$ cat src/mact_pkg.sv
package mact_pkg;

    // ***************************************************
    // Access lengths in machine cycles
    // ***************************************************
    localparam int CNT_W = 4;
    localparam logic [CNT_W-1:0] RD_BASE_CYC = 4'h1;
    localparam logic [CNT_W-1:0] WR_BASE_CYC = 4'h2;
    localparam logic [CNT_W-1:0] WR_TURN_CYC = 4'h3;
    localparam logic [CNT_W-1:0] ONE_CYC = 4'h1;

    // ***************************************************
    // Single-access RAM map
    // ***************************************************
    localparam logic [15:0] SA_START = 16'h0800;
    localparam logic [15:0] LG_2K_END = 16'h2800;
    localparam logic [15:0] LG_1K_END = 16'h2C00;
    localparam logic [15:0] S1_1K_END = 16'h0C00;
    localparam logic [15:0] S2_2K_END = 16'h1000;
    localparam logic [15:0] S2_1K_END = 16'h1400;
    localparam int BLK_SHIFT = 11;
    localparam logic [2:0] LG_1K_BLK = 3'h4;
    localparam logic [2:0] S2_1K_BLK = 3'h1;

    // ***************************************************
    // Estimate width
    // ***************************************************
    localparam int EST_W = 24;
    localparam logic [EST_W-1:0] EST_ONE = 24'h000001;
    localparam logic [EST_W-1:0] EST_TWO = 24'h000002;

    // ***************************************************
    // Types
    // ***************************************************
    typedef enum logic [1:0] {MACT_LARGE, MACT_ONE_1K, MACT_2K_1K} mact_variant_e;
    typedef enum logic [1:0] {SP_PROG, SP_DATA, SP_IO} mact_space_e;
    typedef enum logic [1:0] {F_ROM, F_DUAL_ACCESS_RAM, F_SINGLE_ACCESS_RAM, F_EXT} mact_fetch_e;
    typedef enum logic [1:0] {O_NONE, O_DUAL_ACCESS_RAM, O_SINGLE_ACCESS_RAM, O_EXT} mact_opnd_e;

    // External access request
    typedef struct packed {
        logic wr;
        mact_space_e space;
        logic [15:0] addr;
        logic [15:0] data;
    } mact_ext_req_s;

    // Software wait counts per space
    typedef struct packed {
        logic [CNT_W-1:0] prog;
        logic [CNT_W-1:0] data;
        logic [CNT_W-1:0] io;
    } mact_wait_s;

    // Common operand fields
    typedef struct packed {
        logic [6:0] dma;
        logic [2:0] aux_pointer_select;
        logic [3:0] shift;
    } mact_opfld_s;

    // Instruction description for cycle accounting
    typedef struct packed {
        mact_fetch_e fetch;
        mact_opnd_e opnd;
        logic repeat_single_op;
        logic [15:0] n;
        mact_opfld_s fld;
        logic same_section;
        logic discontinuity;
    } mact_instr_s;

endpackage : mact_pkg

$ cat src/mact_sa_decode.sv
`timescale 1ns/10ps
// ***************************************************
// Single-access RAM block decoder
// ***************************************************
module mact_sa_decode (
    input wire mact_pkg::mact_variant_e variant,
    input wire logic [15:0] addr,
    output logic hit,
    output logic [2:0] blk
);
    import mact_pkg::*;

    // Offset from the first block, shifted to a 2K index
    wire logic [15:0] off = addr - SA_START;
    wire logic [2:0] idx2k = off[BLK_SHIFT+2:BLK_SHIFT];
    wire logic above = addr >= SA_START;

    // Range checks for each variant
    wire logic lg_2k = above && (addr < LG_2K_END);
    wire logic lg_1k = (addr >= LG_2K_END) && (addr < LG_1K_END);
    wire logic s1_1k = above && (addr < S1_1K_END);
    wire logic s2_2k = above && (addr < S2_2K_END);
    wire logic s2_1k = (addr >= S2_2K_END) && (addr < S2_1K_END);

    // Hit and block index select
    always_comb begin
        hit = 1'b0;
        blk = 3'h0;
        case (variant)
            MACT_LARGE: begin
                hit = lg_2k | lg_1k;
                blk = lg_1k ? LG_1K_BLK : idx2k;
            end
            MACT_ONE_1K: begin
                hit = s1_1k;
            end
            MACT_2K_1K: begin
                hit = s2_2k | s2_1k;
                blk = s2_1k ? S2_1K_BLK : 3'h0;
            end
            default: begin
                hit = 1'b0;
            end
        endcase
    end

endmodule : mact_sa_decode

$ cat src/mact_top.sv
`timescale 1ns/10ps
module mact_top (
    input wire logic clk,
    input wire logic arst_n,
    // External access request, same clock
    input wire mact_pkg::mact_ext_req_s ext_req,
    input wire logic ext_req_valid,
    output logic ext_req_ready,
    input wire mact_pkg::mact_wait_s sw_wait,
    // External bus pins
    input wire logic ready_pin,
    output logic [15:0] ext_addr,
    output logic ext_strobe_n,
    output logic ext_rd_wr_n,
    output mact_pkg::mact_space_e ext_space,
    input wire logic [15:0] ext_data_in,
    output logic [15:0] ext_data_out,
    output logic ext_data_oe_n,
    // Completion
    output logic ext_done,
    output logic [15:0] rd_data,
    output logic [mact_pkg::CNT_W+3:0] last_cycles,
    // Single-access RAM arbitration
    input wire mact_pkg::mact_variant_e variant,
    input wire logic sa_a_req,
    input wire logic [15:0] sa_a_addr,
    input wire logic sa_b_req,
    input wire logic [15:0] sa_b_addr,
    output logic sa_a_grant,
    output logic sa_b_grant,
    output logic sa_stall,
    // Instruction cycle accounting
    input wire logic instr_valid,
    input wire mact_pkg::mact_instr_s instr,
    output logic [mact_pkg::EST_W-1:0] est_cycles,
    output logic est_valid,
    output logic est_exact,
    output mact_pkg::mact_opfld_s op_fields
);
    import mact_pkg::*;

    // ***************************************************
    // Reset release and pin synchronisers
    // ***************************************************
    logic rst_meta; // First reset stage
    logic rst_n; // Released reset used everywhere
    logic rdy_meta; // First ready stage, read only by rdy_s
    logic rdy_s; // Synchronised ready
    logic [15:0] din_meta; // First data stage
    logic [15:0] din_s; // Synchronised data

    // Reset asserts at once, releases after two edges
    // Release is clocked, so every flop leaves reset on the same edge
    always_ff @(posedge clk or negedge arst_n) begin
        if (!arst_n) begin
            rst_meta <= 1'b0;
            rst_n <= 1'b0;
        end else begin
            rst_meta <= 1'b1;
            rst_n <= rst_meta;
        end
    end

    // Pins come from outside, two flops before use
    always_ff @(posedge clk or negedge rst_n) begin
        if (!rst_n) begin
            rdy_meta <= 1'b1;
            rdy_s <= 1'b1;
            din_meta <= 16'h0000;
            din_s <= 16'h0000;
        end else begin
            rdy_meta <= ready_pin;
            rdy_s <= rdy_meta;
            din_meta <= ext_data_in;
            din_s <= din_meta;
        end
    end

    // ***************************************************
    // External access sequencer
    // ***************************************************
    typedef enum logic [2:0] {S_IDLE, S_ACCESS, S_RDY_WAIT, S_WR_TAIL, S_TURN} mact_state_e;
    mact_state_e state; // Current phase
    mact_state_e next_state; // Phase for next edge
    mact_ext_req_s cur; // Access in flight
    logic [CNT_W-1:0] cnt; // Remaining programmed cycles
    logic [CNT_W+3:0] cyc; // Cycles spent on this access
    logic prev_rd; // A read ended in the previous cycle
    logic stretched; // Write already lengthened by a neighbour read
    logic [CNT_W-1:0] m_sel; // Software waits for requested space
    logic [CNT_W-1:0] m_cur; // Software waits for access in flight
    logic [CNT_W-1:0] tgt; // Programmed length of new access

    // Waits are chosen by address space
    always_comb begin
        case (ext_req.space)
            SP_PROG: m_sel = sw_wait.prog;
            SP_DATA: m_sel = sw_wait.data;
            SP_IO: m_sel = sw_wait.io;
            default: m_sel = sw_wait.data;
        endcase
        case (cur.space)
            SP_PROG: m_cur = sw_wait.prog;
            SP_DATA: m_cur = sw_wait.data;
            SP_IO: m_cur = sw_wait.io;
            default: m_cur = sw_wait.data;
        endcase
    end

    // Base length; generator waits replace it when nonzero
    wire logic new_turn = ext_req.wr && prev_rd && (m_sel == '0);
    wire logic [CNT_W-1:0] base_len = !ext_req.wr ? RD_BASE_CYC : (prev_rd ? WR_TURN_CYC : WR_BASE_CYC);
    assign tgt = (m_sel != '0) ? m_sel + ONE_CYC : base_len;

    wire logic accept = ext_req_valid && ext_req_ready;
    wire logic cnt_done = (cnt == '0);
    // A read waiting right behind a zero-wait write not already stretched stretches that write
    wire logic rd_next = ext_req_valid && !ext_req.wr;
    wire logic need_turn = cur.wr && !stretched && rd_next && (m_cur == '0);

    // Sequencer decisions
    always_comb begin
        next_state = state;
        case (state)
            S_IDLE: begin
                if (accept) begin
                    next_state = S_ACCESS;
                end
            end
            S_ACCESS: begin
                if (!cnt_done) begin
                    next_state = S_ACCESS;
                end else if (!rdy_s) begin
                    next_state = S_RDY_WAIT;
                end else if (need_turn) begin
                    next_state = S_TURN;
                end else begin
                    next_state = S_IDLE;
                end
            end
            S_RDY_WAIT: begin
                // Writes held by ready need one more cycle
                if (rdy_s) begin
                    next_state = cur.wr ? S_WR_TAIL : S_IDLE;
                end
            end
            // Write data stays on the bus one cycle past ready
            S_WR_TAIL: begin
                next_state = S_IDLE;
            end
            // Extra cycle lets the bus turn before the queued read
            S_TURN: begin
                next_state = S_IDLE;
            end
            default: begin
                next_state = S_IDLE;
            end
        endcase
    end

    // Finish marks the last cycle of any access
    wire logic finish = (state != S_IDLE) && (next_state == S_IDLE);

    // State and access registers
    always_ff @(posedge clk or negedge rst_n) begin
        if (!rst_n) begin
            state <= S_IDLE;
            cur <= '0;
            cnt <= '0;
            stretched <= 1'b0;
        end else begin
            state <= next_state;
            if (accept) begin
                cur <= ext_req;
                cnt <= tgt - ONE_CYC;
                stretched <= new_turn;
            end else if (state == S_ACCESS && !cnt_done) begin
                cnt <= cnt - ONE_CYC;
            end
        end
    end

    // Cycle count and read-adjacency tracking
    always_ff @(posedge clk or negedge rst_n) begin
        if (!rst_n) begin
            cyc <= '0;
            prev_rd <= 1'b0;
            last_cycles <= '0;
        end else begin
            cyc <= accept ? {{4{1'b0}}, ONE_CYC} : cyc + {{(CNT_W+3){1'b0}}, 1'b1};
            if (finish) begin
                last_cycles <= cyc;
            end
            // Only a read ending this cycle counts as adjacent
            prev_rd <= finish && !cur.wr;
        end
    end

    // Read data and completion pulse
    // Limitation: a read of one or two cycles returns pin data from before its strobe
    always_ff @(posedge clk or negedge rst_n) begin
        if (!rst_n) begin
            rd_data <= 16'h0000;
            ext_done <= 1'b0;
        end else begin
            ext_done <= finish;
            if (finish && !cur.wr) begin
                rd_data <= din_s;
            end
        end
    end

    // Bus pins follow the access in flight; idle level is released
    wire logic busy = (state != S_IDLE);
    assign ext_req_ready = (state == S_IDLE);
    assign ext_addr = cur.addr;
    assign ext_space = cur.space;
    assign ext_strobe_n = !busy;
    assign ext_rd_wr_n = !(busy && cur.wr);
    assign ext_data_out = cur.data;
    // Driver is off in the turnaround cycle to avoid a bus clash
    assign ext_data_oe_n = !(busy && cur.wr && state != S_TURN);

    // ***************************************************
    // Single-access RAM arbitration
    // ***************************************************
    logic a_hit; // Port A in a single-access block
    logic b_hit; // Port B in a single-access block
    logic [2:0] a_blk; // Port A block index
    logic [2:0] b_blk; // Port B block index

    // One decoder per pipeline port
    mact_sa_decode u_dec_a (
        .variant(variant),
        .addr(sa_a_addr),
        .hit(a_hit),
        .blk(a_blk)
    );

    // Second port decoded the same way
    mact_sa_decode u_dec_b (
        .variant(variant),
        .addr(sa_b_addr),
        .hit(b_hit),
        .blk(b_blk)
    );

    // Different blocks run in parallel; same block clashes
    wire logic sa_clash = sa_a_req && sa_b_req && a_hit && b_hit && (a_blk == b_blk);
    // Port A always wins, so the first pipeline access never waits
    assign sa_a_grant = sa_a_req;
    // Port B loses and must re-present next cycle
    assign sa_b_grant = sa_b_req && !sa_clash;
    assign sa_stall = sa_clash;

    // ***************************************************
    // Instruction cycle accounting
    // ***************************************************
    wire logic [EST_W-1:0] p_w = {{(EST_W-CNT_W){1'b0}}, sw_wait.prog};
    wire logic [EST_W-1:0] d_w = {{(EST_W-CNT_W){1'b0}}, sw_wait.data};
    wire logic [EST_W-1:0] n_w = {{(EST_W-16){1'b0}}, instr.n};
    // Product formed at full estimate width so long repeats do not wrap
    wire logic [EST_W-1:0] nd_w = EST_W'(n_w * d_w);
    // Only an external fetch or operand changes the count
    wire logic f_ext = (instr.fetch == F_EXT);
    wire logic o_ext = (instr.opnd == O_EXT);
    logic [EST_W-1:0] next_est; // Estimate for the presented op

    // Fetch versus own operand is the only conflict charged
    always_comb begin
        if (!instr.repeat_single_op) begin
            if (o_ext) begin
                next_est = f_ext ? EST_TWO + d_w + p_w : EST_ONE + d_w;
            end else begin
                next_est = f_ext ? EST_ONE + p_w : EST_ONE;
            end
        end else begin
            if (o_ext) begin
                next_est = f_ext ? n_w + EST_ONE + p_w + nd_w : n_w + nd_w;
            end else begin
                next_est = f_ext ? n_w + p_w : n_w;
            end
        end
    end

    // Register the estimate and operand fields
    // Fields pass through unchanged; their ranges are fixed by their widths
    always_ff @(posedge clk or negedge rst_n) begin
        if (!rst_n) begin
            est_cycles <= '0;
            est_valid <= 1'b0;
            est_exact <= 1'b0;
            op_fields <= '0;
        end else begin
            est_valid <= instr_valid;
            if (instr_valid) begin
                est_cycles <= next_est;
                est_exact <= instr.same_section || instr.discontinuity;
                op_fields <= instr.fld;
            end
        end
    end

endmodule : mact_top

$ cat config.mk
export PLATFORM = sky130hd
export DESIGN_NAME = mact_top
export DESIGN_NICKNAME = d
export VERILOG_FILES = /design/src/mact_pkg.sv /design/src/mact_sa_decode.sv /design/src/mact_top.sv
export SDC_FILE = /design/constraint.sdc
export NUM_CORES = 1
export LEC_CHECK = 0
export BUFFER_PORTS_ARGS = -buffer_cell sky130_fd_sc_hd__buf_2
export CAP_MARGIN = 10
export CELL_PAD_IN_SITES_DETAIL_PLACEMENT = 0
export CELL_PAD_IN_SITES_GLOBAL_PLACEMENT = 1
export CORE_MARGIN = 2
export CORE_UTILIZATION = 40
export DETAILED_ROUTE_END_ITERATION = 10
export GPL_ROUTABILITY_DRIVEN = 0
export HOLD_SLACK_MARGIN = 0.03
export PLACE_DENSITY_LB_ADDON = 0.1
export SETUP_SLACK_MARGIN = 0.05
export SLEW_MARGIN = 20
export SYNTH_ARGS = -nofsm -noshare
export SYNTH_HDL_FRONTEND = slang
export SYNTH_SLANG_ARGS = --single-unit
$ cat constraint.sdc
create_clock -name clk -period 11.63 [get_ports clk]
set_clock_uncertainty 0.15 [all_clocks]
set_input_delay 1.7445 -clock clk [delete_from_list [all_inputs] [get_ports clk]]
set_output_delay 1.7445 -clock clk [all_outputs]
set_load 0.01 [all_outputs]
## Yosys cells after proc, flatten, opt, wreduce, memory -nomap -nowiden

Index checks and enable logic that the tools add are counted.

- Register bits: 153
- Bits of input ports: 141
- Output and inout bits: 106
- Word-level logic and storage cells: 147

- $add $sub $neg: 15
- Multipliers: 1
- Magnitude comparators: 16
- Equal/unequal tests: 10
- Mux-type cells: 30
- Bitwise gates (word level): 4
- Reduce and logical (&&, ||, !) cells: 47

Operators by type and width:

| cell | count |
|---|---|
| $mux W24 | 3 |
| $lt A16 B13 Y1 const B | 4 |
| $lt A16 B14 Y1 const B | 4 |
| $ge A16 B12 Y1 const B | 2 |
| $ge A16 B13 Y1 const B | 2 |
| $ge A16 B14 Y1 const B | 2 |
| $lt A16 B12 Y1 const B | 2 |
| $sub A14 B12 Y14 const B | 2 |
| $logic_and A1 B1 Y1 | 27 |
| $add A16 B20 Y21 | 1 |
| $add A18 B20 Y21 | 1 |
| $mux W21 | 1 |
| $mux W3 | 7 |
| $mul A16 B4 Y20 | 1 |
| $add A17 B4 Y18 | 1 |
| $add A16 B1 Y17 const B | 1 |
| $add A16 B4 Y17 | 1 |
| $mux W17 | 1 |
| $pmux W4 S2 | 2 |
| $logic_not A4 Y1 | 3 |
| $mux W4 | 3 |
| $pmux W3 S2 | 2 |
| $add A1 B4 Y5 const A | 2 |
| $eq A2 B2 Y1 const B | 5 |
| 25 further kinds | 43 |

## Depth between registers and ports, before layout

- Word-level depth: 11
- Depth in mapped cells: 26
- Mapped depth without buffers: 25

## Modules after synthesis

Synthesis repeated with hierarchy kept, for this count alone.

- Cell total of the unflattened synthesis: 1,230
- Area, all modules: 11,334.6 µm²

Modules (own cells, without submodules):

| module | times used | cells an instance | area each (µm²) | sequential area each (µm²) |
|---|---|---|---|---|
| mact_top | 1 | 1,166 | 10,866.7 | 3,756.1 |
| mact_sa_decode | 2 | 32 | 234.0 | 0.0 |

## Worst setup path after synthesis

OpenSTA, ideal clock, no wires.

- Kind: input to register
- Start: in sw_wait[7] (netlist name)
- End: reg est_cycles[19] (netlist name)
- Library setup time: 122 ps
- Arrival: 7,165 ps
- Data required time: 11,358 ps
- Slack: 4,193 ps
- Stages on the path: 24
- Path buffers: 3
- Cells stage by stage: clkbuf_1 clkbuf_1 nand2_1 fa_1 fa_1 inv_1 fa_1 a211oi_1 o21bai_1 a21oi_1 xnor2_1 ha_1 inv_1 fa_1 buf_6 or4b_1 or4_1 nand2_1 o21ai_2 a21oi_2 o211ai_2 a31oi_2 xnor2_1 o2bb2ai_1

- Longest elaborated chain between the ends: 5
- Elaborated cells between the ends (all ways): 6
- Classes of those cells: 2 x add/sub; 1 x mul; 3 x mux

RTL lines:

| item | RTL line | text |
|---|---|---|
| from (decl) | mact_top.sv:9 | `input wire mact_pkg::mact_wait_s sw_wait,` |
| $mul A16 B4 Y20 (*) | mact_top.sv:263 | `wire logic [EST_W-1:0] nd_w = EST_W'(n_w * d_w);` |
| $add A16 B20 Y21 / $add A18 B20 Y21 (equally long branches) | mact_top.sv:279 | `next_est = f_ext ? n_w + EST_ONE + p_w + nd_w : n_w + nd_w;` |
| $mux W21 (*) | mact_top.sv:279 |  |
| $mux W24 (*) | mact_top.sv:278 | `if (o_ext) begin` |
| $mux W24 (*) | mact_top.sv:271 | `if (!instr.repeat_single_op) begin` |
| to (signal assigned) | mact_top.sv:297 | `est_cycles <= next_est;` |
| to (decl) | mact_top.sv:35 | `output logic [mact_pkg::EST_W-1:0] est_cycles,` |

Every way passes the cells marked *; elsewhere a longest branch is shown, timed or not.
A chain may end at the register's enable or synchronous reset.

## Worst setup path after layout

- Start: in sw_wait[7] (netlist name)
- End: reg est_cycles[18] (netlist name)

Same word-level chain as after synthesis.

==> flow_summary.ini <==
[power_and_ir_drop]
design_power_total_uw = 2570
peakVddDrop_uv = 108
power_density_mw_per_mm2 = 197
p_leak_uw = 0.00665

[cts]
ctsRootBufferMaster = clkbuf_16
clkTransAtPathRegs_ns = 0.08
ctsResizeCount = 0
holdBufCountCts = 0
post-cts-setup-buffers = 0
clock_latency_ns = 0.42
cts_tree = done
cts.sink_count = 150
cts-buffers-inserted = 17
htree_levels = 4
clockBufferDepth = 2

[outcome]
status = finished, final reports clean

[timing]
hold_violations = 0
fin_crit_sh = 0.633
fin_crit_ns = 7.36
fmax_mhz = 136
drv_slew = 0
fin_setup_tns_ns = 0
rsz0062_at_grt = false
slew_headroom = 0.416
setup_ws_ns = 4.27
worst_pin_slew_ns = 0.875
finalSetupViolations = 0

[routing]
via_per_inst = 4.99
route.vias.total = 9153
drc = 0
antenna_left = 0
wl_per_cell_um = 16.3
firstDrtPassIters = 4
wirelength_um = 29800
drtIter0Drc = 467

[global_route]
overflow = 0
grt_first_pass_wirelength_um = 47500
track_usage = 0.206
first_global_vias = 8921
antenna_found_initial = 2
grt_max_degree = 80

[logic_synthesis]
synth_commonest_cells = 208 x nand2_1, 148 x dfrtp_1, 124 x inv_1
synth.top_cells.by_area = dfrtp_1 33%, ha_1 8.9%, fa_1 8.2%
ys_warn_count = 0
synth_seq_area_share = 0.335
syn_inst = 1248
synth_edf_count = 0
synth.distinct_cells = 78
syn_area_mm2 = 0.0112
synth_top_area_share = 0.331
synth_area_per_cell_um2 = 8.97
async_flop_share = 1.00
yosysTopAreaCell = dfrtp_1
synth-seq-cells = 150
synthFlopType = dfrtp_1
yosysMostFrequentCell = nand2_1

[run]
drv_cap = 0

[die]
ios = 247
fp.dieW_um = 171
num_rows = 61
floorplan.initialDensity = 0.404
dieArea_mm2 = 0.0293
fp.dieH_um = 171
core_mm2 = 0.0277

[setup_path]
crit_chain = buf_2 -> nand2_1 -> fa_1 -> fa_1 -> inv_1 -> fa_1 -> a211oi_1 -> o21bai_1 -> a21oi_1 -> xnor2_1 -> ha_1 -> inv_1 -> fa_1 -> or4b_1 -> nor3_1 -> o21ai_0 -> a21oi_1 -> o21ai_0 -> a311oi_1 -> xor2_1 -> a22o_1
cp_common_cell = fa_1
worst-path-max-fanout = 21
crit_required_ns = 11.79
critPathCaptureType = register
crit_start = sw_wait[7]
timing.rr.end = rd_data[11]
r2r_slack_ns = 8.56
reg2reg_depth = 8
worst_r2r_startpoint = cnt[2]
worstSetupStartpointType = primary input
crit_type = in2reg
cpMaxStageDelayCell = or4b_1
cpPeakStageDelay_ns = 0.60
cp.arrival_ns = 7.52
endpoint = est_cycles[18]

[placement]
dp_slack_ns = 3.80
dpl.hpwl_um = 23500
io_buffers = 243

[cells_and_area]
regArea_mm2 = 0.00376
final_core_util = 0.472
fillers = 2804
drive_gt1_frac = 0.233
multi_input_area_mm2 = 0.00650
areaGrowthSynthToFinish_pct = 16.8
fin_nets = 1708

[hold_path]
hp-class = reg2async
-- report_power, final --
| group | internal [uW] | switching, uW |
|---|---|---|
| registers | 663 | 84.7 |
| clock network | 312 | 244 |
| logic | 535 | 734 |
-- metrics by stage --
step           hold WS [ns]  cell area [um^2]  cells
6_report             0.0988             13100   1834
5_1_grt               0.128             13100   1832
2_1_floorplan         0.181             11200   1250
4_1_cts               0.201             13000   1831
3_5_place_dp          0.185             12500   1799
3_3_place_gp          0.181             12500   1799
-- cells by family after synthesis --
family,share of synthesized area
simple gates,0.174
compound gates,0.126
buf+inv,0.0848
flops,0.335
fa+ha+maj,0.172
xor+xnor,0.0594
mux,0.0476
other cells,0.000671
-- cell usage in the layout, fill, tap and decap left out, types with 5 or more instances in the layout --
master	Yosys	layout
mux2_2	36	36
a21o_1	13	13
dfrtp_1	148	147
nor2_1	67	67
nand4_1	15	15
o21ai_0	57	57
clkbuf_16	0	17
nand3_1	23	23
and3_1	7	7
a21oi_1	67	67
nand2_1	208	208
a211oi_1	9	9
nor3_1	21	21
a31oi_1	10	10
and2_1	38	38
xor2_1	32	32
nor4_1	11	11
o211ai_1	6	6
inv_6	0	5
or3_1	7	7
buf_2	3	243
mux2i_1	6	6
xnor2_1	44	44
nor2b_1	8	8
a22o_1	6	6
fa_1	46	46
inv_1	124	124
ha_1	80	80
o21bai_1	12	12
-- worst max-delay path: cells and delay by family --
family | cells | cell delay (ns)
buffers and inverters | 3 | 0.50
XOR/XNOR | 2 | 0.28
AND/OR/NAND/NOR | 3 | 0.87
adder cells (fa/ha/maj) | 5 | 2.31
AO/OA/AOI/OAI | 8 | 1.81
-- worst min path at each step --
stage	end	cells after the start	from	slack [ns]
6_report	op_fields[0]	0	rst_n	0.1
5_1_grt	op_fields[0]	0	rst_n	0.13
4_1_cts	din_s[3]	0	din_meta[3]	0.20
3_5_place_dp	din_s[3]	0	din_meta[3]	0.18
3_3_place_gp	din_s[3]	0	din_meta[3]	0.18
2_1_floorplan	din_s[0]	0	din_meta[0]	0.18
-- layout make-up --
type / instances / share of cell area
diodes: 2 / 0.000383
clock buffers: 18 / 0.0336
clock inverters: 14 / 0.0120
inverters: 126 / 0.0362
multi-input cells: 898 / 0.497
flip-flops and latches: 150 / 0.287
well taps: 378 / 0.0362
repair buffers: 248 / 0.0974
-- registers in the layout, indices dropped and copies added, names as in the netlist --
name and count:
ext_addr 16, est_exact 1, ext_space 2, rdy_s 1
op_fields 14, cyc 8, rd_data 16, cnt 4
stretched 1, state 3, ext_done 1, rst_meta 1
prev_rd 1, cur 1, est_valid 1, rst_n 1
din_s 16, est_cycles 21, last_cycles 8, ext_data_out 16
rdy_meta 1, din_meta 16
-- per-layer routing --
layer,wire length [um],track usage,share of wire
met2,14400,0.348,0.48
met5,13,0,0.00044
met1,13800,0.277,0.46
met4,455,0.0523,0.015
met3,1170,0.0295,0.039
Note: power is estimated with default switching activity, not from simulation.
